File: src/psm_pkg.sv
// Package for the power state manager: register indices, field layouts,
// reset values, command codes, timing counts and the state record types.
// Assumes a 25 MHz system clock and the indexed register port of the top.
package psm_pkg;

    // Register indices on the indexed register port.
    localparam logic [7:0] PSM_IDX_STATE_CAUSE  = 8'hc0;
    localparam logic [7:0] PSM_IDX_INTR_GATE    = 8'hc4;
    localparam logic [7:0] PSM_IDX_SLEEP_MAP    = 8'hc8;
    localparam logic [7:0] PSM_IDX_SUSPEND_MAP  = 8'hc9;
    localparam logic [7:0] PSM_IDX_FIRST_IDLE   = 8'hcc;
    localparam logic [7:0] PSM_IDX_SECOND_IDLE  = 8'hcd;
    localparam logic [7:0] PSM_IDX_DEEP_IDLE    = 8'hce;
    localparam logic [7:0] PSM_IDX_WAKE_DIV     = 8'hda;
    localparam logic [7:0] PSM_IDX_ACTIVITY     = 8'hdb;

    // Reset values.
    localparam logic [7:0] PSM_RST_INTR_GATE    = 8'hff;
    localparam logic [7:0] PSM_RST_SLEEP_MAP    = 8'h0c;
    localparam logic [7:0] PSM_RST_SUSPEND_MAP  = 8'h00;
    localparam logic [7:0] PSM_RST_TIMER        = 8'h00;
    localparam logic [7:0] PSM_RST_WAKE_DIV     = 8'h00;
    localparam logic [7:0] PSM_ACTIVE_MAP       = 8'hff;
    localparam logic [7:0] PSM_OFF_MAP          = 8'h00;

    // State/cause register fields.
    localparam int PSM_F_STATE_LO   = 0;
    localparam int PSM_F_OFF_SEL    = 2;
    localparam int PSM_F_RESUME     = 3;
    localparam int PSM_F_WAKE_LO    = 4;
    localparam int PSM_F_CAUSE_LO   = 6;

    // Two-bit state field codes.
    localparam logic [1:0] PSM_CODE_ON      = 2'h0;
    localparam logic [1:0] PSM_CODE_DOZE    = 2'h1;
    localparam logic [1:0] PSM_CODE_SLEEP   = 2'h2;
    localparam logic [1:0] PSM_CODE_SUSPEND = 2'h3;

    // Wake source codes.
    localparam logic [1:0] PSM_WAKE_NONE    = 2'h0;
    localparam logic [1:0] PSM_WAKE_SWITCH  = 2'h1;
    localparam logic [1:0] PSM_WAKE_RTC     = 2'h2;
    localparam logic [1:0] PSM_WAKE_RING    = 2'h3;

    // Interrupt cause codes.
    localparam logic [1:0] PSM_CAUSE_NONE   = 2'h0;
    localparam logic [1:0] PSM_CAUSE_SLEEP  = 2'h1;
    localparam logic [1:0] PSM_CAUSE_DEEP   = 2'h2;
    localparam logic [1:0] PSM_CAUSE_SWITCH = 2'h3;

    // Gate bits: a one masks the source.
    localparam int PSM_G_SWITCH = 1;
    localparam int PSM_G_SLEEP  = 4;
    localparam int PSM_G_DEEP   = 5;

    // Divider/status register fields.
    localparam int PSM_D_DOZE8  = 0;
    localparam int PSM_D_SLEEP8 = 1;
    localparam int PSM_D_STATIC = 2;
    localparam int PSM_D_REFPND = 7;

    // Timing: timers count in ticks of one second.
    localparam longint PSM_CLK_HZ     = 25_000_000;
    localparam longint PSM_TICK_S     = 1;
    localparam int     PSM_TICK_CYC   = int'(PSM_TICK_S * PSM_CLK_HZ);
    localparam int     PSM_TICK_W     = 26;
    localparam logic [2:0] PSM_DIV4_LAST = 3'h3;
    localparam logic [2:0] PSM_DIV8_LAST = 3'h7;
    localparam logic [3:0] PSM_RESET_CYC = 4'hf;
    localparam logic [3:0] PSM_REFR_CYC  = 4'h8;

    typedef enum logic [2:0] {PSM_ON, PSM_DOZE, PSM_SLEEP, PSM_SUSPEND, PSM_OFF} psm_state_t;

    // Indexed register port request.
    typedef struct packed {
        logic       wr;
        logic       rd;
        logic [7:0] index;
        logic [7:0] wdata;
    } psm_req_t;

    // Wake and event pins after synchronising.
    typedef struct packed {
        logic sw;
        logic ri;
        logic rtc;
    } psm_pins_t;

    typedef struct packed {
        psm_state_t            st;
        logic [1:0]            wake_code;
        logic                  resume;
        logic [1:0]            cause;
        logic                  nmi;
        logic [7:0]            gate;
        logic [7:0]            sleep_map;
        logic [7:0]            susp_map;
        logic [7:0]            doze_tmr;
        logic [7:0]            sleep_tmr;
        logic [7:0]            deep_tmr;
        logic [2:0]            div_cfg;
        logic                  sw_nmi_en;
        logic [7:0]            activity;
        logic [PSM_TICK_W-1:0] tick_cnt;
        logic [7:0]            idle_cnt;
        logic [7:0]            deep_cnt;
        logic                  sleep_fired;
        logic                  deep_fired;
        logic [2:0]            div_cnt;
        psm_pins_t             s1;
        psm_pins_t             s2;
        psm_pins_t             prev;
        logic [3:0]            rst_cnt;
        logic [3:0]            ref_cnt;
        logic [7:0]            rdata;
        logic                  cpu_clk_en;
        logic                  cpu_rst;
        logic [7:0]            pins;
        logic                  refresh_en;
    } psm_regs_t;

endpackage

File: src/psm_power_state_manager.sv
// Power state manager: ON, DOZE, SLEEP, SUSPEND and OFF states, idle timers,
// CPU clock division and stopping, interrupt requests and wake recording.
// Assumes the CPU drives the indexed register port on mclk, activity and
// interrupt/DMA requests come from logic on mclk, and the three wake pins
// arrive asynchronously.

module psm_power_state_manager
    import psm_pkg::*;
#(
    parameter int TICK_CYCLES = PSM_TICK_CYC
)(
    input  wire logic       mclk,
    input  wire logic       resetn,
    input  wire logic       reg_wr,
    input  wire logic       reg_rd,
    input  wire logic [7:0] reg_index,
    input  wire logic [7:0] reg_wdata,
    output logic      [7:0] reg_rdata,
    input  wire logic [7:0] activity_in,
    input  wire logic       irq_dma_req,
    input  wire logic       power_switch_input,
    input  wire logic       ring_detect_input,
    input  wire logic       rtc_alarm,
    output logic            cpu_clk_en,
    output logic            cpu_reset,
    output logic            nmi_out,
    output logic      [7:0] power_ctl_pins,
    output logic            refresh_en
);

    localparam logic [PSM_TICK_W-1:0] TICK_LAST = PSM_TICK_W'(TICK_CYCLES - 1);

    psm_regs_t r_q;
    psm_regs_t r_d;
    psm_req_t  req;
    psm_pins_t pin_raw;

    assign req     = '{wr: reg_wr, rd: reg_rd, index: reg_index, wdata: reg_wdata};
    assign pin_raw = '{sw: power_switch_input, ri: ring_detect_input, rtc: rtc_alarm};

    // Maps a state onto its two-bit field code.
    function automatic logic [1:0] state_code(input psm_state_t s);
        logic [1:0] c;
        c = PSM_CODE_ON;
        unique case (s)
            PSM_ON:      c = PSM_CODE_ON;
            PSM_DOZE:    c = PSM_CODE_DOZE;
            PSM_SLEEP:   c = PSM_CODE_SLEEP;
            PSM_SUSPEND: c = PSM_CODE_SUSPEND;
            PSM_OFF:     c = PSM_CODE_SUSPEND;
        endcase
        return c;
    endfunction

    // Next-state logic for the whole manager.
    always_comb
    begin
        logic       tick;
        logic       any_act;
        logic       sw_rise;
        logic       ri_rise;
        logic       rtc_rise;
        logic       wr_state;
        logic       rd_gate;
        logic       rd_state;
        logic       rd_act;
        logic       slow;
        logic       div8;
        logic [2:0] div_last;
        psm_state_t nxt;

        r_d      = r_q;
        tick     = (r_q.tick_cnt == TICK_LAST);
        any_act  = |activity_in;
        sw_rise  = r_q.s2.sw & ~r_q.prev.sw;
        ri_rise  = r_q.s2.ri & ~r_q.prev.ri;
        rtc_rise = r_q.s2.rtc & ~r_q.prev.rtc;
        wr_state = req.wr && (req.index == PSM_IDX_STATE_CAUSE);
        rd_gate  = req.rd && (req.index == PSM_IDX_INTR_GATE);
        rd_state = req.rd && (req.index == PSM_IDX_STATE_CAUSE);
        rd_act   = req.rd && (req.index == PSM_IDX_ACTIVITY);
        nxt      = r_q.st;

        // Wake pins pass two flip-flops before any edge detection.
        r_d.s1   = pin_raw;
        r_d.s2   = r_q.s1;
        r_d.prev = r_q.s2;

        // Free-running one-second tick for the idle timers.
        r_d.tick_cnt = tick ? '0 : r_q.tick_cnt + 1'b1;

        // Register writes other than the state field.
        if (req.wr)
        begin
            unique case (req.index)
                PSM_IDX_INTR_GATE:   r_d.gate      = req.wdata;
                PSM_IDX_SLEEP_MAP:   r_d.sleep_map = req.wdata;
                PSM_IDX_SUSPEND_MAP: r_d.susp_map  = req.wdata;
                PSM_IDX_FIRST_IDLE:  r_d.doze_tmr  = req.wdata;
                PSM_IDX_SECOND_IDLE: r_d.sleep_tmr = req.wdata;
                PSM_IDX_DEEP_IDLE:   r_d.deep_tmr  = req.wdata;
                PSM_IDX_WAKE_DIV:
                begin
                    r_d.div_cfg   = req.wdata[2:0];
                    r_d.sw_nmi_en = 1'b1;
                end
                default: ;
            endcase
        end

        // Read-side effects; any hardware set further down wins over them.
        if (rd_gate)
            r_d.nmi = 1'b0;
        if (rd_state)
            r_d.resume = 1'b0;
        if (rd_act)
            r_d.activity = '0;
        if (wr_state && (req.wdata[PSM_F_CAUSE_LO +: 2] == PSM_CAUSE_NONE))
            r_d.cause = PSM_CAUSE_NONE;

        // Idle counter restarts on any activity and saturates otherwise.
        if (any_act)
        begin
            r_d.idle_cnt    = '0;
            r_d.sleep_fired = 1'b0;
        end
        else if (tick && (r_q.idle_cnt != 8'hff))
            r_d.idle_cnt = r_q.idle_cnt + 8'h01;

        // Automatic transitions driven by timers, activity and wake pins.
        unique case (r_q.st)
            PSM_ON:
            begin
                if (!any_act && (r_q.doze_tmr != PSM_RST_TIMER) && (r_q.idle_cnt >= r_q.doze_tmr))
                begin
                    nxt          = PSM_DOZE;
                    r_d.idle_cnt = '0;
                end
            end
            PSM_DOZE, PSM_SLEEP:
            begin
                if (any_act)
                begin
                    nxt          = PSM_ON;
                    r_d.activity = r_d.activity | activity_in;
                end
                else if ((r_q.st == PSM_DOZE) && (r_q.sleep_tmr != PSM_RST_TIMER)
                         && (r_q.idle_cnt >= r_q.sleep_tmr) && !r_q.sleep_fired)
                begin
                    r_d.sleep_fired = 1'b1;
                    if (!r_q.gate[PSM_G_SLEEP])
                    begin
                        r_d.nmi   = 1'b1;
                        r_d.cause = PSM_CAUSE_SLEEP;
                    end
                    else
                        nxt = PSM_SLEEP;
                end
            end
            PSM_SUSPEND, PSM_OFF:
            begin
                if (sw_rise || rtc_rise || ri_rise)
                begin
                    nxt        = PSM_ON;
                    r_d.resume = 1'b1;
                    if (sw_rise)
                        r_d.wake_code = PSM_WAKE_SWITCH;
                    else if (rtc_rise)
                        r_d.wake_code = PSM_WAKE_RTC;
                    else
                        r_d.wake_code = PSM_WAKE_RING;
                    if (r_q.st == PSM_OFF)
                        r_d.rst_cnt = PSM_RESET_CYC;
                    else
                        r_d.ref_cnt = PSM_REFR_CYC;
                end
            end
        endcase

        // Software state commands take priority over automatic moves.
        if (wr_state)
        begin
            unique case (req.wdata[PSM_F_STATE_LO +: 2])
                PSM_CODE_ON:    nxt = PSM_ON;
                PSM_CODE_DOZE:  nxt = PSM_DOZE;
                PSM_CODE_SLEEP:
                begin
                    if (r_q.st != PSM_SUSPEND && r_q.st != PSM_OFF)
                        nxt = PSM_SLEEP;
                end
                PSM_CODE_SUSPEND:
                begin
                    if (r_q.st != PSM_SUSPEND && r_q.st != PSM_OFF)
                    begin
                        nxt           = req.wdata[PSM_F_OFF_SEL] ? PSM_OFF : PSM_SUSPEND;
                        r_d.wake_code = PSM_WAKE_NONE;
                    end
                end
            endcase
        end
        if (nxt != r_q.st)
            r_d.idle_cnt = '0;

        // Deep timer counts time spent in SLEEP and fires once per visit.
        if (r_q.st != PSM_SLEEP)
        begin
            r_d.deep_cnt   = '0;
            r_d.deep_fired = 1'b0;
        end
        else
        begin
            if (tick && (r_q.deep_cnt != 8'hff))
                r_d.deep_cnt = r_q.deep_cnt + 8'h01;
            if ((r_q.deep_tmr != PSM_RST_TIMER) && (r_q.deep_cnt >= r_q.deep_tmr)
                && !r_q.deep_fired && !r_q.gate[PSM_G_DEEP])
            begin
                r_d.deep_fired = 1'b1;
                r_d.nmi        = 1'b1;
                r_d.cause      = PSM_CAUSE_DEEP;
            end
        end

        // Power switch request while running; the edge is not lost to a clear.
        if (sw_rise && r_q.sw_nmi_en && !r_q.gate[PSM_G_SWITCH]
            && (r_q.st == PSM_ON || r_q.st == PSM_DOZE || r_q.st == PSM_SLEEP))
        begin
            r_d.nmi   = 1'b1;
            r_d.cause = PSM_CAUSE_SWITCH;
        end

        // CPU reset after OFF and refresh-pending window after SUSPEND.
        if (r_q.rst_cnt != 4'h0)
            r_d.rst_cnt = r_q.rst_cnt - 4'h1;
        if (r_q.ref_cnt != 4'h0)
            r_d.ref_cnt = r_q.ref_cnt - 4'h1;

        r_d.st = nxt;

        // CPU clock: stopped in SUSPEND, OFF and during CPU reset, else full in ON or while a request is served, else divided or stopped.
        slow     = (nxt == PSM_DOZE) || (nxt == PSM_SLEEP);
        div8     = (nxt == PSM_SLEEP) ? r_q.div_cfg[PSM_D_SLEEP8] : r_q.div_cfg[PSM_D_DOZE8];
        div_last = div8 ? PSM_DIV8_LAST : PSM_DIV4_LAST;
        r_d.div_cnt = (r_q.div_cnt >= div_last) ? 3'h0 : r_q.div_cnt + 3'h1;
        if (nxt == PSM_SUSPEND || nxt == PSM_OFF || r_d.rst_cnt != 4'h0)
            r_d.cpu_clk_en = 1'b0;
        else if (!slow || irq_dma_req)
            r_d.cpu_clk_en = 1'b1;
        else if (r_q.div_cfg[PSM_D_STATIC])
            r_d.cpu_clk_en = 1'b0;
        else
            r_d.cpu_clk_en = (r_q.div_cnt == 3'h0);

        // Power pins follow the state being entered.
        unique case (nxt)
            PSM_ON, PSM_DOZE: r_d.pins = PSM_ACTIVE_MAP;
            PSM_SLEEP:        r_d.pins = r_q.sleep_map;
            PSM_SUSPEND:      r_d.pins = r_q.susp_map;
            PSM_OFF:          r_d.pins = PSM_OFF_MAP;
        endcase
        r_d.refresh_en = (nxt == PSM_SUSPEND);
        r_d.cpu_rst    = (r_d.rst_cnt != 4'h0);

        // Registered read data, one cycle after the read strobe.
        r_d.rdata = 8'h00;
        if (req.rd)
        begin
            unique case (req.index)
                PSM_IDX_STATE_CAUSE: r_d.rdata = {r_q.cause, r_q.wake_code, r_q.resume,
                                                  1'b0, state_code(r_q.st)};
                PSM_IDX_INTR_GATE:   r_d.rdata = r_q.gate;
                PSM_IDX_SLEEP_MAP:   r_d.rdata = r_q.sleep_map;
                PSM_IDX_SUSPEND_MAP: r_d.rdata = r_q.susp_map;
                PSM_IDX_FIRST_IDLE:  r_d.rdata = r_q.doze_tmr;
                PSM_IDX_SECOND_IDLE: r_d.rdata = r_q.sleep_tmr;
                PSM_IDX_DEEP_IDLE:   r_d.rdata = r_q.deep_tmr;
                PSM_IDX_WAKE_DIV:    r_d.rdata = {(r_q.ref_cnt != 4'h0), 4'h0, r_q.div_cfg};
                PSM_IDX_ACTIVITY:    r_d.rdata = r_q.activity;
                default:             r_d.rdata = 8'h00;
            endcase
        end
    end

    // State register; synchronous reset leaves the CPU running in ON.
    always_ff @(posedge mclk)
    begin
        if (!resetn)
        begin
            r_q            <= '0;
            r_q.st         <= PSM_ON;
            r_q.gate       <= PSM_RST_INTR_GATE;
            r_q.sleep_map  <= PSM_RST_SLEEP_MAP;
            r_q.susp_map   <= PSM_RST_SUSPEND_MAP;
            r_q.doze_tmr   <= PSM_RST_TIMER;
            r_q.sleep_tmr  <= PSM_RST_TIMER;
            r_q.deep_tmr   <= PSM_RST_TIMER;
            r_q.div_cfg    <= PSM_RST_WAKE_DIV[2:0];
            r_q.cpu_clk_en <= 1'b1;
            r_q.pins       <= PSM_ACTIVE_MAP;
        end
        else
            r_q <= r_d;
    end

    assign reg_rdata      = r_q.rdata;
    assign cpu_clk_en     = r_q.cpu_clk_en;
    assign cpu_reset      = r_q.cpu_rst;
    assign nmi_out        = r_q.nmi;
    assign power_ctl_pins = r_q.pins;
    assign refresh_en     = r_q.refresh_en;

endmodule

File: config.mk
export PLATFORM = sky130hd
export DESIGN_NAME = psm_power_state_manager
export DESIGN_NICKNAME = d
export VERILOG_FILES = /design/src/psm_pkg.sv /design/src/psm_power_state_manager.sv
export SDC_FILE = /design/constraint.sdc
export NUM_CORES = 1
export LEC_CHECK = 0
export ABC_AREA = 1
export BUFFER_PORTS_ARGS = -buffer_cell sky130_fd_sc_hd__buf_2
export CAP_MARGIN = 20
export CORE_MARGIN = 4
export CORE_UTILIZATION = 45
export CTS_CLUSTER_SIZE = 10
export DETAILED_ROUTE_END_ITERATION = 8
export GPL_ROUTABILITY_DRIVEN = 1
export MAX_ROUTING_LAYER = met4
export PLACE_DENSITY = 0.69
export SYNTH_ARGS = -nofsm -noshare
export SYNTH_HDL_FRONTEND = slang
export SYNTH_SLANG_ARGS = --single-unit
File: constraint.sdc
create_clock -name mclk -period 2.7 [get_ports mclk]
set_input_delay 0.54 -clock mclk [delete_from_list [all_inputs] [get_ports mclk]]
set_output_delay 0.54 -clock mclk [all_outputs]
set_load 0.01 [all_outputs]
-- Word-level counts from Yosys, hierarchy flattened
Cells that the tools add are included.
Widths: inputs -> output; s select.
- $add $sub $neg: 6
- order comparisons: 4
- equality and inequality tests: 28
- muxes and demuxes: 53
- bitwise operators: 8
- reductions and logical operators: 63
- operators by type and width (cell ; count):
    $eq 8x8->1 const B ; 9
    $mux 8 ; 9
    $pmux 8 s9 ; 1
    $mux 3 ; 19
    $pmux 8 s4 ; 1
    $add 26x1->26 const B ; 1
    $eq 26x25->1 const B ; 1
    $ge 8x8->1 ; 3
    $reduce_bool 8->1 ; 3
    $logic_and 1x1->1 ; 19
    $add 8x1->8 const B ; 2
    $mux 4 ; 4
    $ne 8x8->1 const B ; 2
    $reduce_and 2->1 ; 8
    $reduce_or 2->1 ; 7
    $eq 3x2->1 const B ; 4
    $pmux 3 s4 ; 1
    $reduce_bool 4->1 ; 3
    $mux 1 ; 11
    $mux 2 ; 5
    $logic_not 3->1 ; 3
    $pmux 3 s3 ; 1
    $logic_or 1x1->1 ; 8
    $or 8x8->8 ; 1
    other kinds (19) ; 36
- register bits after elaboration: 152
- output and inout bits: 20

-- Depth between registers and ports, before layout
Gate-level depths: netlist (run 1).
- depth after elaboration: 16
- mapped depth: 22
- mapped depth without buffers: 22

-- Worst setup path after synthesis (run 1)
Ideal clock, no wire load.
- kind: input to register
- from: in reg_index[6]
- to: reg r_q[36] in the netlist's numbering
- library setup time: 125 ps
- arrival: 2370 ps
- data required time: 2575 ps
- slack: 205 ps
- cell stages on the path: 13
- cells stage by stage: nand2_1 -> nor3_4 -> nand4_2 -> nor2_4 -> nand2_1 -> a21boi_4 -> nand3_4 -> nand2_1 -> o21ai_1 -> ha_1 -> inv_1 -> o21ai_0 -> nor2_1
- word-level cells in the longest chain between the ends: 8
- RTL lines (element ; RTL line ; RTL):
    start: declaration ; psm_power_state_manager.sv:16 ; input wire logic [7:0] reg_index,
    $eq 8x8->1 ; psm_power_state_manager.sv:78 ; wr_state = req.wr && (req.index == PSM_IDX_STATE_CAUSE);
    $logic_and 1x1->1 ; psm_power_state_manager.sv:78 ;
    $mux 3 ; psm_power_state_manager.sv:181 ; if (wr_state)
    $eq 3x2->1 ; psm_power_state_manager.sv:241 ; div8 = (nxt == PSM_SLEEP) ? r_q.div_cfg[PSM_D_SLEEP8] : r_q.div_cfg[PSM_D_DOZE8];
    $mux 1 ; psm_power_state_manager.sv:241 ;
    $mux 3 ; psm_power_state_manager.sv:242 ; div_last = div8 ? PSM_DIV8_LAST : PSM_DIV4_LAST;
    $ge 3x3->1 ; psm_power_state_manager.sv:243 ; r_d.div_cnt = (r_q.div_cnt >= div_last) ? 3'h0 : r_q.div_cnt + 3'h1;
    $reduce_or 2->1 (no line) ; -- ;
    end signal: assignment ; psm_power_state_manager.sv:301 ; r_q <= r_d;
    end: declaration ; psm_power_state_manager.sv:33 ; psm_regs_t r_q;
No other way between the ends.
A chain may end at the register's enable or synchronous reset.

-- Worst setup path in the final report (run 1)
- from: reg r_q[114] in the netlist's numbering
- to: reg r_q[37] in the netlist's numbering
- word-level cells in the longest chain between the ends: 13
- RTL lines (element ; RTL line ; RTL):
    branches (longest 2 deep; another with $ge 8x8->1) ; -- ;
    $logic_and 1x1->1 (*) ; psm_power_state_manager.sv:134 ; if (!any_act && (r_q.doze_tmr != PSM_RST_TIMER) && (r_q.idle_cnt >= r_q.doze_tmr))
    $mux 3 (*) ; psm_power_state_manager.sv:134 ;
    $pmux 3 s3 (*) ; psm_power_state_manager.sv:131 ; unique case (r_q.st)
    $mux 3 (on tied branches) ; psm_power_state_manager.sv:193, psm_power_state_manager.sv:188 ;
    $pmux 3 s4 ; psm_power_state_manager.sv:183 ; unique case (req.wdata[PSM_F_STATE_LO +: 2])
    $mux 3 (*) ; psm_power_state_manager.sv:181 ;
    $eq 3x2->1 (*) ; psm_power_state_manager.sv:241 ;
    $mux 1 (*) ; psm_power_state_manager.sv:241 ;
    $mux 3 (*) ; psm_power_state_manager.sv:242 ;
    $ge 3x3->1 (*) ; psm_power_state_manager.sv:243 ;
    $reduce_or 2->1 (no line) (*) ; -- ;
Every way passes the cells marked *.

==> metrics.md, run 1 <==
| Metric | Value |
|---|---|
| I/O pins | 52 |
| Slew @ Worst Pin | 577 ps |
| Data required, critical path | 3020 ps |
| Fraction of the mapped netlist area in compound gates | 0.165 |
| Share of synthesized cell area in and, or, nand and nor gates | 0.263 |
| Finished Layout Cells | 1,350 |
| Fin nets | 1,179 |
| Full die area | 19,300 um2 |
| Multiplexer share of the synthesized area | 0.00146 |
| Dominant register cell in the synthesized netlist | sky130_fd_sc_hd__dfxtp_1 |
| Via count | 7,109 |
| Number of distinct standard cells referenced by the synthesized netlist | 54 |
| First-pass GRT wire length | 32.9 mm |
| Worst supply voltage drop on vdd | 0.613 mV |
| FF+latch area | 3040 um2 |
| Share of synthesized registers carrying an async set or reset | 0 |
| Critical path start-end classification | flop to flop |
| Fmax | 390 MHz |
| Post-Place Setup Slack | -40.7 ps |
| Depth of the CTS H-tree | 4 |
| Avg Vias per Cell | 5.27 |
| Worst hold slack | 295 ps |
| Worst clock skew on the final layout | 6.29 ps |
| Worst path arrival time | 2880 ps |
| Number of enable-type register cells in the synthesized netlist | 0 |
| First-iteration detailed-routing DRC count | 609 |
| Final-report max-slew violation count | 0 |
| Area of the mapped netlist | 7720 um2 |
| Sort of element at the end of the critical path | flop |
| Number of nets still failing antenna checks after routing | 0 |
| Number of buffer cells added on primary ports | 51 |
| Worst-Skew Late Latency | 420 ps |
| Max-capacitance violation count | 0 |
| Critical Path Start Type | flop |
| Clock transition time at the flip-flop clock pins of the worst setup and hold paths | 60 ps |
| Dpl cells | 1,316 |
| Cts hold-fix bufs | 0 |
| TritonCTS Buffers | 17 |
| Seq cells post-synth | 152 |
| Final worst-path cycle share | 0.949 |
| Largest family of logic cells by synthesized area | simple AND/OR/NAND/NOR gates |
| Leakage | 3.70 nW |
| CTS root buf | sky130_fd_sc_hd__clkbuf_16 |
| Parity-gate share of the synthesized area counting xor and xnor cells | 0.0169 |
| Final Routed Wirelength | 20.4 mm |
| Status | finished, final reports clean |
| Area added between synthesis and finish | 15.8% |
| Final worst path period need | 2560 ps |
| Detailed-router iteration count before antenna repair | 5 |
| Area leader, netlist | sky130_fd_sc_hd__dfxtp_1 |
| Width of the die | 139 um |
| TritonCTS clock tree | yes |
| Share of layout cells above drive strength 1 | 0.159 |
| Antenna violations before repair | 1 |
| Max clock buf depth | 2 |
| Sequential fraction of the synthesis area | 0.394 |
| Final-layout fill cell count | 1,636 |
| Number of global-route vias before repair | 6,530 |
| DR DRC count | 0 |
| Wirelength per Cell | 15.1 um |
| Yosys top cell area share | 0.394 |
| Synth area leaders | sky130_fd_sc_hd__dfxtp_1, sky130_fd_sc_hd__nand2_1, sky130_fd_sc_hd__inv_1 |
| Total half-perimeter wirelength after legalization and detailed placement | 15.3 mm |
| Initial standard-cell utilization of the core | 0.462 |
| # setup viols final | 0 |
| Share of synthesized cell area in full adder, half adder and majority cells | 0.0502 |
| Count of mapped cells out of synthesis | 1,052 |
| Total track usage | 0.215 |
| Post-route worst setup slack | 137 ps |
| Normalized max-slew margin | 0.610 |
| Number of warnings reported in the yosys synthesis log | 0 |
| Synthesized Nets | 1,115 |
| Global-route congestion overflow total | 0 |
| Final weighted congestion in routability-driven placement | 1.01 |
| Area occupied by multi-input gates | 3860 um2 |
| Mean area per synthesized cell | 7.34 um2 |
| Path class of the lowest-slack min-delay path | input port to flop |
| Final hold vios | 0 |
| Power per cell area | 688 nW/um2 |
| Count of clock tree sinks | 152 |
| Die span in y | 139 um |
| Site row count | 47 |
| Area of the core | 16,700 um2 |
| CP max FO | 3 |
| Maximum number of pins on one net before global-route repair | 34 |
==> synth_stat cells, types with 15 or more instances <==
cell type,n
sky130_fd_sc_hd__nand3_1,33
sky130_fd_sc_hd__nand2_1,174
sky130_fd_sc_hd__buf_4,16
sky130_fd_sc_hd__nor3_1,18
sky130_fd_sc_hd__o21ai_0,76
sky130_fd_sc_hd__ha_1,31
sky130_fd_sc_hd__clkbuf_1,17
sky130_fd_sc_hd__nor2_2,15
sky130_fd_sc_hd__nand4_1,27
sky130_fd_sc_hd__dfxtp_1,152
sky130_fd_sc_hd__inv_1,161
sky130_fd_sc_hd__nor2_1,98
sky130_fd_sc_hd__a21oi_1,105
==> cell usage in the layout, fill, tap and decap left out, types with 13 or more instances in the layout <==
master | synthesis | routed
sky130_fd_sc_hd__nand2_1 | 174 | 174
sky130_fd_sc_hd__inv_1 | 161 | 160
sky130_fd_sc_hd__dfxtp_1 | 152 | 151
sky130_fd_sc_hd__a21oi_1 | 105 | 105
sky130_fd_sc_hd__nor2_1 | 98 | 97
sky130_fd_sc_hd__o21ai_0 | 76 | 75
sky130_fd_sc_hd__buf_2 | 2 | 51
sky130_fd_sc_hd__nand3_1 | 33 | 31
sky130_fd_sc_hd__ha_1 | 31 | 30
sky130_fd_sc_hd__buf_4 | 16 | 30
sky130_fd_sc_hd__nand4_1 | 27 | 27
sky130_fd_sc_hd__nor3_1 | 18 | 18
sky130_fd_sc_hd__clkbuf_16 | 0 | 17
sky130_fd_sc_hd__nor2_2 | 15 | 16
sky130_fd_sc_hd__o22ai_1 | 13 | 13
==> flip-flops by register name, indices dropped and copies added (netlist names) <==
register	count
refresh_en	1
reg_rdata	8
nmi_out	1
cpu_reset	1
cpu_clk_en	1
power_ctl_pins	8
r_q	126
r_d	6
==> worst paths after layout <==
kind | slack [ps] | cells past startpoint | startpoint | to
setup reg to reg | 140 | 18 | r_q[114] | r_q[37]
hold reg to reg | 410 | 2 | r_d[30] | r_d[27]
hold / removal | 300 | 3 | rtc_alarm | r_d[30]
setup / recovery | 140 | 18 | r_q[114] | r_q[37]
==> power breakdown <==
part | leakage [nW] | internal [mW] | total [mW] | switching (mW)
Clock | 0.292 | 1.60 | 2.55 | 0.952
Combinational | 2.18 | 0.389 | 1.08 | 0.693
Sequential | 1.23 | 2.41 | 2.52 | 0.115
==> layout make-up <==
cell class                      count  area share
Antenna cell                        1    0.000280
Clock buffer                       21      0.0515
Clock inverter                     11      0.0192
Inverter                          171      0.0723
Multi-Input combinational cell    693       0.432
Sequential cell                   152       0.340
Tap cell                          220      0.0308
Timing Repair Buffer               81      0.0537
==> cell families (layout without fill, tap and decap cells) <==
family,count (synthesis),after routing
xor+xnor,14,14
simple gates,419,419
compound gates,228,228
other cells,0,1
mux,1,1
buf+inv,207,284
flops,152,152
fa+ha+maj,31,31
==> timing repair <==
action,4_1_cts,5_1_grt
pin swaps,0,3
resized for setup,1,7
setup buffers,0,1
setup endpoints to repair,3,3
==> metrics by stage <==
step | area (um2) | utilization | setup TNS [ps] | total power [mW]
after floorplan | 7720 | - | 0 | 3.31
after global routing | 8940 | 0.535 | -4.11 | 6.43
after detailed placement | 8270 | 0.495 | -106 | 3.63
after global placement | 8270 | 0.495 | 0 | 3.61
after CTS | 8900 | 0.533 | 0 | 6.17
final | 8940 | 0.535 | 0 | 6.15
==> critical path, cell delays in order (launching register included) <==
cell	delay [ps]
sky130_fd_sc_hd__dfxtp_1	340
sky130_fd_sc_hd__inv_1	60
sky130_fd_sc_hd__ha_1	290
sky130_fd_sc_hd__a21oi_1	150
sky130_fd_sc_hd__o21ai_0	100
sky130_fd_sc_hd__nand2_1	70
sky130_fd_sc_hd__nand3_1	160
sky130_fd_sc_hd__nand2_1	150
sky130_fd_sc_hd__nand2_1	60
sky130_fd_sc_hd__nand2_1	70
sky130_fd_sc_hd__nand2_2	80
sky130_fd_sc_hd__a21boi_4	190
sky130_fd_sc_hd__nand3_4	90
sky130_fd_sc_hd__nand2_1	70
sky130_fd_sc_hd__o21ai_1	60
sky130_fd_sc_hd__ha_1	270
sky130_fd_sc_hd__inv_1	40
sky130_fd_sc_hd__o21ai_2	150
sky130_fd_sc_hd__nor2_1	60
==> per-layer routing <==
metal / vias to the layer above / GRT usage / share of wire
li1: 3577 / - / -
met1: 3264 / 0.296 / 0.48
met2: 233 / 0.314 / 0.43
met3: 35 / 0.0517 / 0.073
met4: 0 / 0.0639 / 0.021
met5: - / - / 0
Note: power is estimated with default switching activity, not from simulation.
==> run 2, diff against run 1 <==
--- a/config.mk
+++ b/config.mk
@@ -8,7 +8,7 @@
 export ABC_AREA = 1
 export BUFFER_PORTS_ARGS = -buffer_cell sky130_fd_sc_hd__buf_2
 export CAP_MARGIN = 20
-export CORE_MARGIN = 4
+export CORE_MARGIN = 5
 export CORE_UTILIZATION = 45
 export CTS_CLUSTER_SIZE = 10
 export DETAILED_ROUTE_END_ITERATION = 8
==> run 2 against run 1 <==
  * Critical path depth is 1 lower
  * Largest cell class unchanged
  * Hold slack better by 5.1 ps
  * Sequential share of layout area increased by 0.21 points
  * Critical endpoint unchanged
  * Utilization shrank 0.29 points
==> metrics.md, run 2 (synthesized netlist as in run 1, its figures left out) <==
| Metric | Value |
|---|---|
| Max-capacitance violation count | 0 |
| First-pass GRT wire length | 32.8 mm |
| Count of clock tree sinks | 152 |
| First-iteration detailed-routing DRC count | 598 |
| Antenna diodes | 0 |
| Final-report max-slew violation count | 0 |
| # setup viols final | 0 |
| Sequential share of power | 0.422 |
| Commonest non-fill, non-tap cells in the layout | sky130_fd_sc_hd__nand2_1, sky130_fd_sc_hd__inv_1, sky130_fd_sc_hd__dfxtp_1, sky130_fd_sc_hd__a21oi_1, sky130_fd_sc_hd__nor2_1 |
| Initial standard-cell utilization of the core | 0.462 |
| Share of layout cells above drive strength 1 | 0.161 |
| Maximum number of pins on one net before global-route repair | 51 |
| Number of global-route vias before repair | 6,452 |
| Data required, critical path | 3020 ps |
| Critical path start-end classification | flop to flop |
| Post-layout power | 5.98 mW |
| Avg Vias per Cell | 5.30 |
| Global-route congestion overflow total | 0 |
| Leakage | 3.68 nW |
| Kind of cell adding the most delay to the critical path | simple AND/OR/NAND/NOR gates |
| Clock transition time at the flip-flop clock pins of the worst setup and hold paths | 60 ps |
| Setup slack of the most critical reg-to-reg path | 170 ps |
| Die span in y | 141 um |
| Final Routed Wirelength | 20.5 mm |
| Power per cell area | 672 nW/um2 |
| Depth of the CTS H-tree | 4 |
| Area of the core | 16,700 um2 |
| Worst-Skew Late Latency | 430 ps |
| Worst supply voltage drop on vdd | 0.614 mV |
| Worst path most repeated cell | sky130_fd_sc_hd__nand2_1 |
| WHS Endpoint | r_d[31] |
| CP max FO | 3 |
| Internal portion of total power | 4.21 mW |
| Slew @ Worst Pin | 558 ps |
| FF+latch area | 3050 um2 |
| Cell depth of the worst min-delay path | 3 |
| Slowest cell on the critical path | sky130_fd_sc_hd__dfxtp_1 |
| Final worst-path cycle share | 0.936 |
| Crit path largest cell delay | 350 ps |
| Path class of the lowest-slack min-delay path | input port to flop |
| Critical Path Start Type | flop |
| FF-to-FF Start | r_q[116] |
| Finished Layout Cells | 1,347 |
| Fin nets | 1,177 |
| Antenna violations before repair | 0 |
| R2R cell count | 17 |
| Fmax | 396 MHz |
| Worst clock skew on the final layout | 11.2 ps |
| Power dissipated by switching net loads | 1.76 mW |
| DR DRC count | 0 |
| Max clock buf depth | 2 |
| Buf+Inv Stages, Crit Path | 2 |
| Number of nets still failing antenna checks after routing | 0 |
| TritonCTS Buffers | 17 |
| Proportion of power drawn by combinational gates | 0.184 |
| Largest register by flop count | r_q |
| Final hold vios | 0 |
| Area occupied by multi-input gates | 3870 um2 |
| Clk network pwr share | 0.394 |
| Commonest non-fill, non-tap cell in the layout | sky130_fd_sc_hd__nand2_1 |
| Dpl cells | 1,314 |
| Normalized max-slew margin | 0.623 |
| Number of buffer cells added on primary ports | 51 |
| CTS root buf | sky130_fd_sc_hd__clkbuf_16 |
| TritonCTS clock tree | yes |
| R2R Path End | r_q[37] |
| Cts hold-fix bufs | 0 |
| Status | finished, final reports clean |
| Switch share | 0.295 |
| Final weighted congestion in routability-driven placement | 0.997 |
| Final-layout fill cell count | 1,639 |
| Worst path arrival time | 2850 ps |
| Launch instance of the worst min-delay path | ring_detect_input |
| Area added between synthesis and finish | 15.2% |
| Full die area | 19,900 um2 |
| Total half-perimeter wirelength after legalization and detailed placement | 15.6 mm |
| I/O pins | 52 |
| Worst path cell trace | inv_1 -> ha_1 -> a21oi_1 -> o21a_1 -> nand3_2 -> nand2_2 -> nand2_1 -> nand2_1 -> nand2_2 -> a21boi_4 -> nand3_4 -> nand2_1 -> o21ai_1 -> ha_1 -> inv_1 -> o21ai_2 -> nor2_1 |
| Via count | 7,133 |
| Final worst path period need | 2530 ps |
| Total track usage | 0.213 |
| Detailed-router iteration count before antenna repair | 5 |
| Site row count | 47 |
| Wirelength per Cell | 15.2 um |
| Number of flip-flops under the largest register name | 126 |
| Width of the die | 141 um |
| Sort of element at the end of the critical path | flop |
run 2: cell count changes in the layout (fill, tap and decap cells not counted), moves of 2 or more:
cell,previous run,this run
sky130_fd_sc_hd__buf_4,30,28
sky130_fd_sc_hd__bufinv_16,4,2
sky130_fd_sc_hd__clkinv_2,1,3
sky130_fd_sc_hd__dfxtp_1,151,149
sky130_fd_sc_hd__dfxtp_2,1,3
run 2: final cells by class:
class / count / area share
timing repair buffer: 79 / 0.0523
clock inverter: 11 / 0.0138
tap: 220 / 0.0310
sequential: 152 / 0.343
multi-input combinational: 693 / 0.436
inverter: 171 / 0.0727
clock buffer: 21 / 0.0518
run 2: power by group through the flow:
| stage | logic (mW) | clock network, mW | registers (mW) |
|---|---|---|---|
| after global routing | 1.24 | 2.50 | 2.54 |
| final | 1.10 | 2.36 | 2.52 |
| after CTS | 1.08 | 2.40 | 2.52 |
| after floorplan | 0.776 | 0 | 2.53 |
| after detailed placement | 1.08 | 0 | 2.57 |
| after global placement | 1.05 | 0 | 2.56 |
run 2: stage by stage:
stage | TNS (ps) | area (um2) | utilization | setup WS [ps] | hold slack, ps
after floorplan | 0 | 7720 | - | 205 | 390
after global placement | 0 | 8250 | 0.494 | 43.0 | 392
after detailed placement | -88.4 | 8250 | 0.494 | -34.4 | 405
after CTS | 0 | 8840 | 0.529 | 64.8 | 283
after global routing | -14.3 | 8890 | 0.532 | -8.23 | 315
final | 0 | 8890 | 0.532 | 174 | 300
run 2: worst reg2reg max path, stage by stage (launching register included):
cell                       delay (ps)
sky130_fd_sc_hd__dfxtp_1          350
sky130_fd_sc_hd__inv_1             80
sky130_fd_sc_hd__ha_1             300
sky130_fd_sc_hd__a21oi_1          130
sky130_fd_sc_hd__o21a_1           140
sky130_fd_sc_hd__nand3_2          140
sky130_fd_sc_hd__nand2_2          110
sky130_fd_sc_hd__nand2_1           50
sky130_fd_sc_hd__nand2_1           70
sky130_fd_sc_hd__nand2_2           90
sky130_fd_sc_hd__a21boi_4         200
sky130_fd_sc_hd__nand3_4          100
sky130_fd_sc_hd__nand2_1           70
sky130_fd_sc_hd__o21ai_1           60
sky130_fd_sc_hd__ha_1             270
sky130_fd_sc_hd__inv_1             40
sky130_fd_sc_hd__o21ai_2          150
sky130_fd_sc_hd__nor2_1            60
run 2: worst max path at each step:
stage,from,to,cells after the start
3_5_place_dp,reg_index[0],r_q[37],15
3_3_place_gp,reg_index[0],r_q[36],15
6_report,r_q[116],r_q[37],17
4_1_cts,r_q[110],r_q[37],19
5_1_grt,r_q[112],r_q[36],18
2_1_floorplan,reg_index[6],r_q[36],13
run 2: repair_timing:
item	CTS	global route
buffers inserted	0	1
endpoints found under the setup margin	3	3
gates resized for setup	1	11
pin swaps	0	4
run 2: layer usage:
layer	track usage	wire (um)	vias up
met5	-	0	-
met4	0.0709	439	0
met3	0.0593	1670	38
met2	0.306	8830	232
met1	0.289	9570	3289
li1	-	-	3574
==> run 3, diff against run 2 <==
--- a/config.mk
+++ b/config.mk
@@ -8,6 +8,7 @@
 export ABC_AREA = 1
 export BUFFER_PORTS_ARGS = -buffer_cell sky130_fd_sc_hd__buf_2
 export CAP_MARGIN = 20
+export CORE_ASPECT_RATIO = 0.7
 export CORE_MARGIN = 5
 export CORE_UTILIZATION = 45
 export CTS_CLUSTER_SIZE = 10
==> run 3 against run 2 <==
  * Clock-buffer cell count down 4
  * Register-to-register slack better by 20 ps
  * Via count down 2.6%
  * Utilization down 1.3 points
  * Clock skew about the same
  * Critical path depth up 1
  * Critical path type unchanged
  * Largest cell class unchanged
  * Highest routed layer unchanged
==> metrics.md, run 3 (synthesized netlist as in run 1, its figures left out) <==
| Metric | Value |
|---|---|
| Total negative slack for setup checks | 0 ps |
| TritonCTS clock tree | yes |
| First-iteration detailed-routing DRC count | 739 |
| First-pass GRT wire length | 32.5 mm |
| Total track usage | 0.207 |
| Final Routed Wirelength | 20.0 mm |
| Worst path most repeated cell | sky130_fd_sc_hd__nand2_1 |
| Area of the core | 17,000 um2 |
| Full die area | 19,900 um2 |
| Total half-perimeter wirelength after legalization and detailed placement | 15.2 mm |
| Worst path cell trace | inv_1 -> ha_1 -> a21oi_1 -> o21ai_0 -> nand2_1 -> nand3_1 -> nand2_2 -> nand2_1 -> nand2_1 -> nand2_2 -> a21boi_4 -> nand3_4 -> nand2_1 -> o21ai_1 -> ha_1 -> inv_1 -> o21ai_2 -> nor2_1 |
| Placed standard-cell area | 8210 um2 |
| Worst supply voltage drop on vdd | 0.365 mV |
| Setup slack of the most critical reg-to-reg path | 190 ps |
| Final worst-path cycle share | 0.929 |
| Area added between synthesis and finish | 14.6% |
| Normalized max-slew margin | 0.549 |
| TritonCTS Buffers | 17 |
| Number of nets still failing antenna checks after routing | 0 |
| Finished Layout Cells | 1,350 |
| Critical Path Start Type | flop |
| Commonest non-fill, non-tap cells in the layout | sky130_fd_sc_hd__nand2_1, sky130_fd_sc_hd__inv_1, sky130_fd_sc_hd__dfxtp_1, sky130_fd_sc_hd__a21oi_1, sky130_fd_sc_hd__nor2_1 |
| Worst clock skew on the final layout | 11.1 ps |
| Width of the die | 167 um |
| Final weighted congestion in routability-driven placement | 1.05 |
| Unrepaired setup endpoints after global routing | true |
| Depth of the CTS H-tree | 4 |
| Data required, critical path | 3020 ps |
| Largest register by flop count | r_q |
| Site row count | 40 |
| I/O pins | 52 |
| Crit path largest cell delay | 360 ps |
| Count of clock tree sinks | 152 |
| Initial standard-cell utilization of the core | 0.454 |
| Final-report max-slew violation count | 0 |
| Final-layout fill cell count | 1,695 |
| Max clock buf depth | 2 |
| Fmax | 399 MHz |
| Number of buffer cells added on primary ports | 51 |
| Power per cell area | 676 nW/um2 |
| Critical path start-end classification | flop to flop |
| Path class of the lowest-slack min-delay path | input port to flop |
| Fin nets | 1,169 |
| Dpl cells | 1,317 |
| Cts hold-fix bufs | 0 |
| Number of flip-flops under the largest register name | 126 |
| Worst hold slack | 291 ps |
| Number of global-route vias before repair | 6,152 |
| Maximum number of pins on one net before global-route repair | 60 |
| Buf+Inv Stages, Crit Path | 2 |
| Antenna diodes | 0 |
| Status | finished, final reports clean |
| Leakage | 3.66 nW |
| Sort of element at the end of the critical path | flop |
| Max-capacitance violation count | 0 |
| Clock transition time at the flip-flop clock pins of the worst setup and hold paths | 70 ps |
| Global-route congestion overflow total | 0 |
| Worst path arrival time | 2830 ps |
| Via count | 6,944 |
| Detailed-router iteration count before antenna repair | 5 |
| Share of layout cells above drive strength 1 | 0.155 |
| Avg Vias per Cell | 5.14 |
| # setup viols final | 0 |
| Commonest non-fill, non-tap cell in the layout | sky130_fd_sc_hd__nand2_1 |
| Antenna violations before repair | 0 |
| Kind of cell adding the most delay to the critical path | simple AND/OR/NAND/NOR gates |
| Slowest cell on the critical path | sky130_fd_sc_hd__dfxtp_1 |
| CP max FO | 3 |
| Final hold vios | 0 |
| Core occupancy in the finished layout | 0.520 |
| Wirelength per Cell | 14.8 um |
| Final worst path period need | 2510 ps |
| Die span in y | 120 um |
| Post-route cell area | 8840 um2 |
| Worst-Skew Late Latency | 430 ps |
| Slew @ Worst Pin | 672 ps |
| DR DRC count | 0 |
| CTS root buf | sky130_fd_sc_hd__clkbuf_16 |
run 3: cell types whose count changed in the layout (fill, tap and decap cells not counted), moves of 3 or more:
cell / before / now
sky130_fd_sc_hd__buf_4: 28 / 20
sky130_fd_sc_hd__inv_8: 0 / 4
sky130_fd_sc_hd__clkinv_2: 3 / 0
sky130_fd_sc_hd__inv_6: 1 / 4
sky130_fd_sc_hd__clkinvlp_4: 4 / 0
sky130_fd_sc_hd__clkinv_8: 0 / 3
run 3: path summary, 6_finish.rpt:
| check | startpoint | endpoint | cells after the start |
|---|---|---|---|
| max | r_q[114] | r_q[38] | 18 |
| min reg2reg | r_d[30] | r_d[27] | 2 |
| min | rtc_alarm | r_d[30] | 3 |
| max reg2reg | r_q[114] | r_q[38] | 18 |
run 3: metal layers:
| layer | vias up | part of all wire | GRT usage |
|---|---|---|---|
| li1 | 3566 | - | - |
| met3 | 27 | 0.091 | 0.0491 |
| met2 | 266 | 0.38 | 0.270 |
| met1 | 3085 | 0.51 | 0.314 |
| met4 | 0 | 0.017 | 0.0557 |
| met5 | - | 0 | - |
run 3: cell type report:
type / count / area (um2) / area share
tap: 231 / 289 / 0.0327
inverter: 171 / 647 / 0.0731
clock inverter: 15 / 171 / 0.0194
timing repair buffer: 71 / 405 / 0.0458
sequential: 152 / 3050 / 0.344
multi-input combinational: 693 / 3860 / 0.437
clock buffer: 17 / 425 / 0.0481
run 3: report_power, final:
part	internal (mW)	switching, mW
clock network	1.25	1.13
registers	2.40	0.0966
logic	0.394	0.703
run 3: per-stage QoR:
stage	power [mW]	worst slack, ps
after floorplan	3.31	205
after global placement	3.61	53.6
after detailed placement	3.62	-68.1
after CTS	6.00	98.5
after global routing	6.30	-30.8
final	5.98	191
run 3: worst min-delay path: stages:
cell                      delay (ps)
sky130_fd_sc_hd__buf_2            70
sky130_fd_sc_hd__nand2_1          40
sky130_fd_sc_hd__inv_1            40
run 3: what timing repair did:
| action | 4_1_cts | 5_1_grt |
|---|---|---|
| resized for setup | 1 | 9 |
| endpoints found under the setup margin | 1 | 5 |
| pin swaps | 0 | 5 |
| gates cloned | 0 | 0 |
| buffers inserted | 0 | 1 |
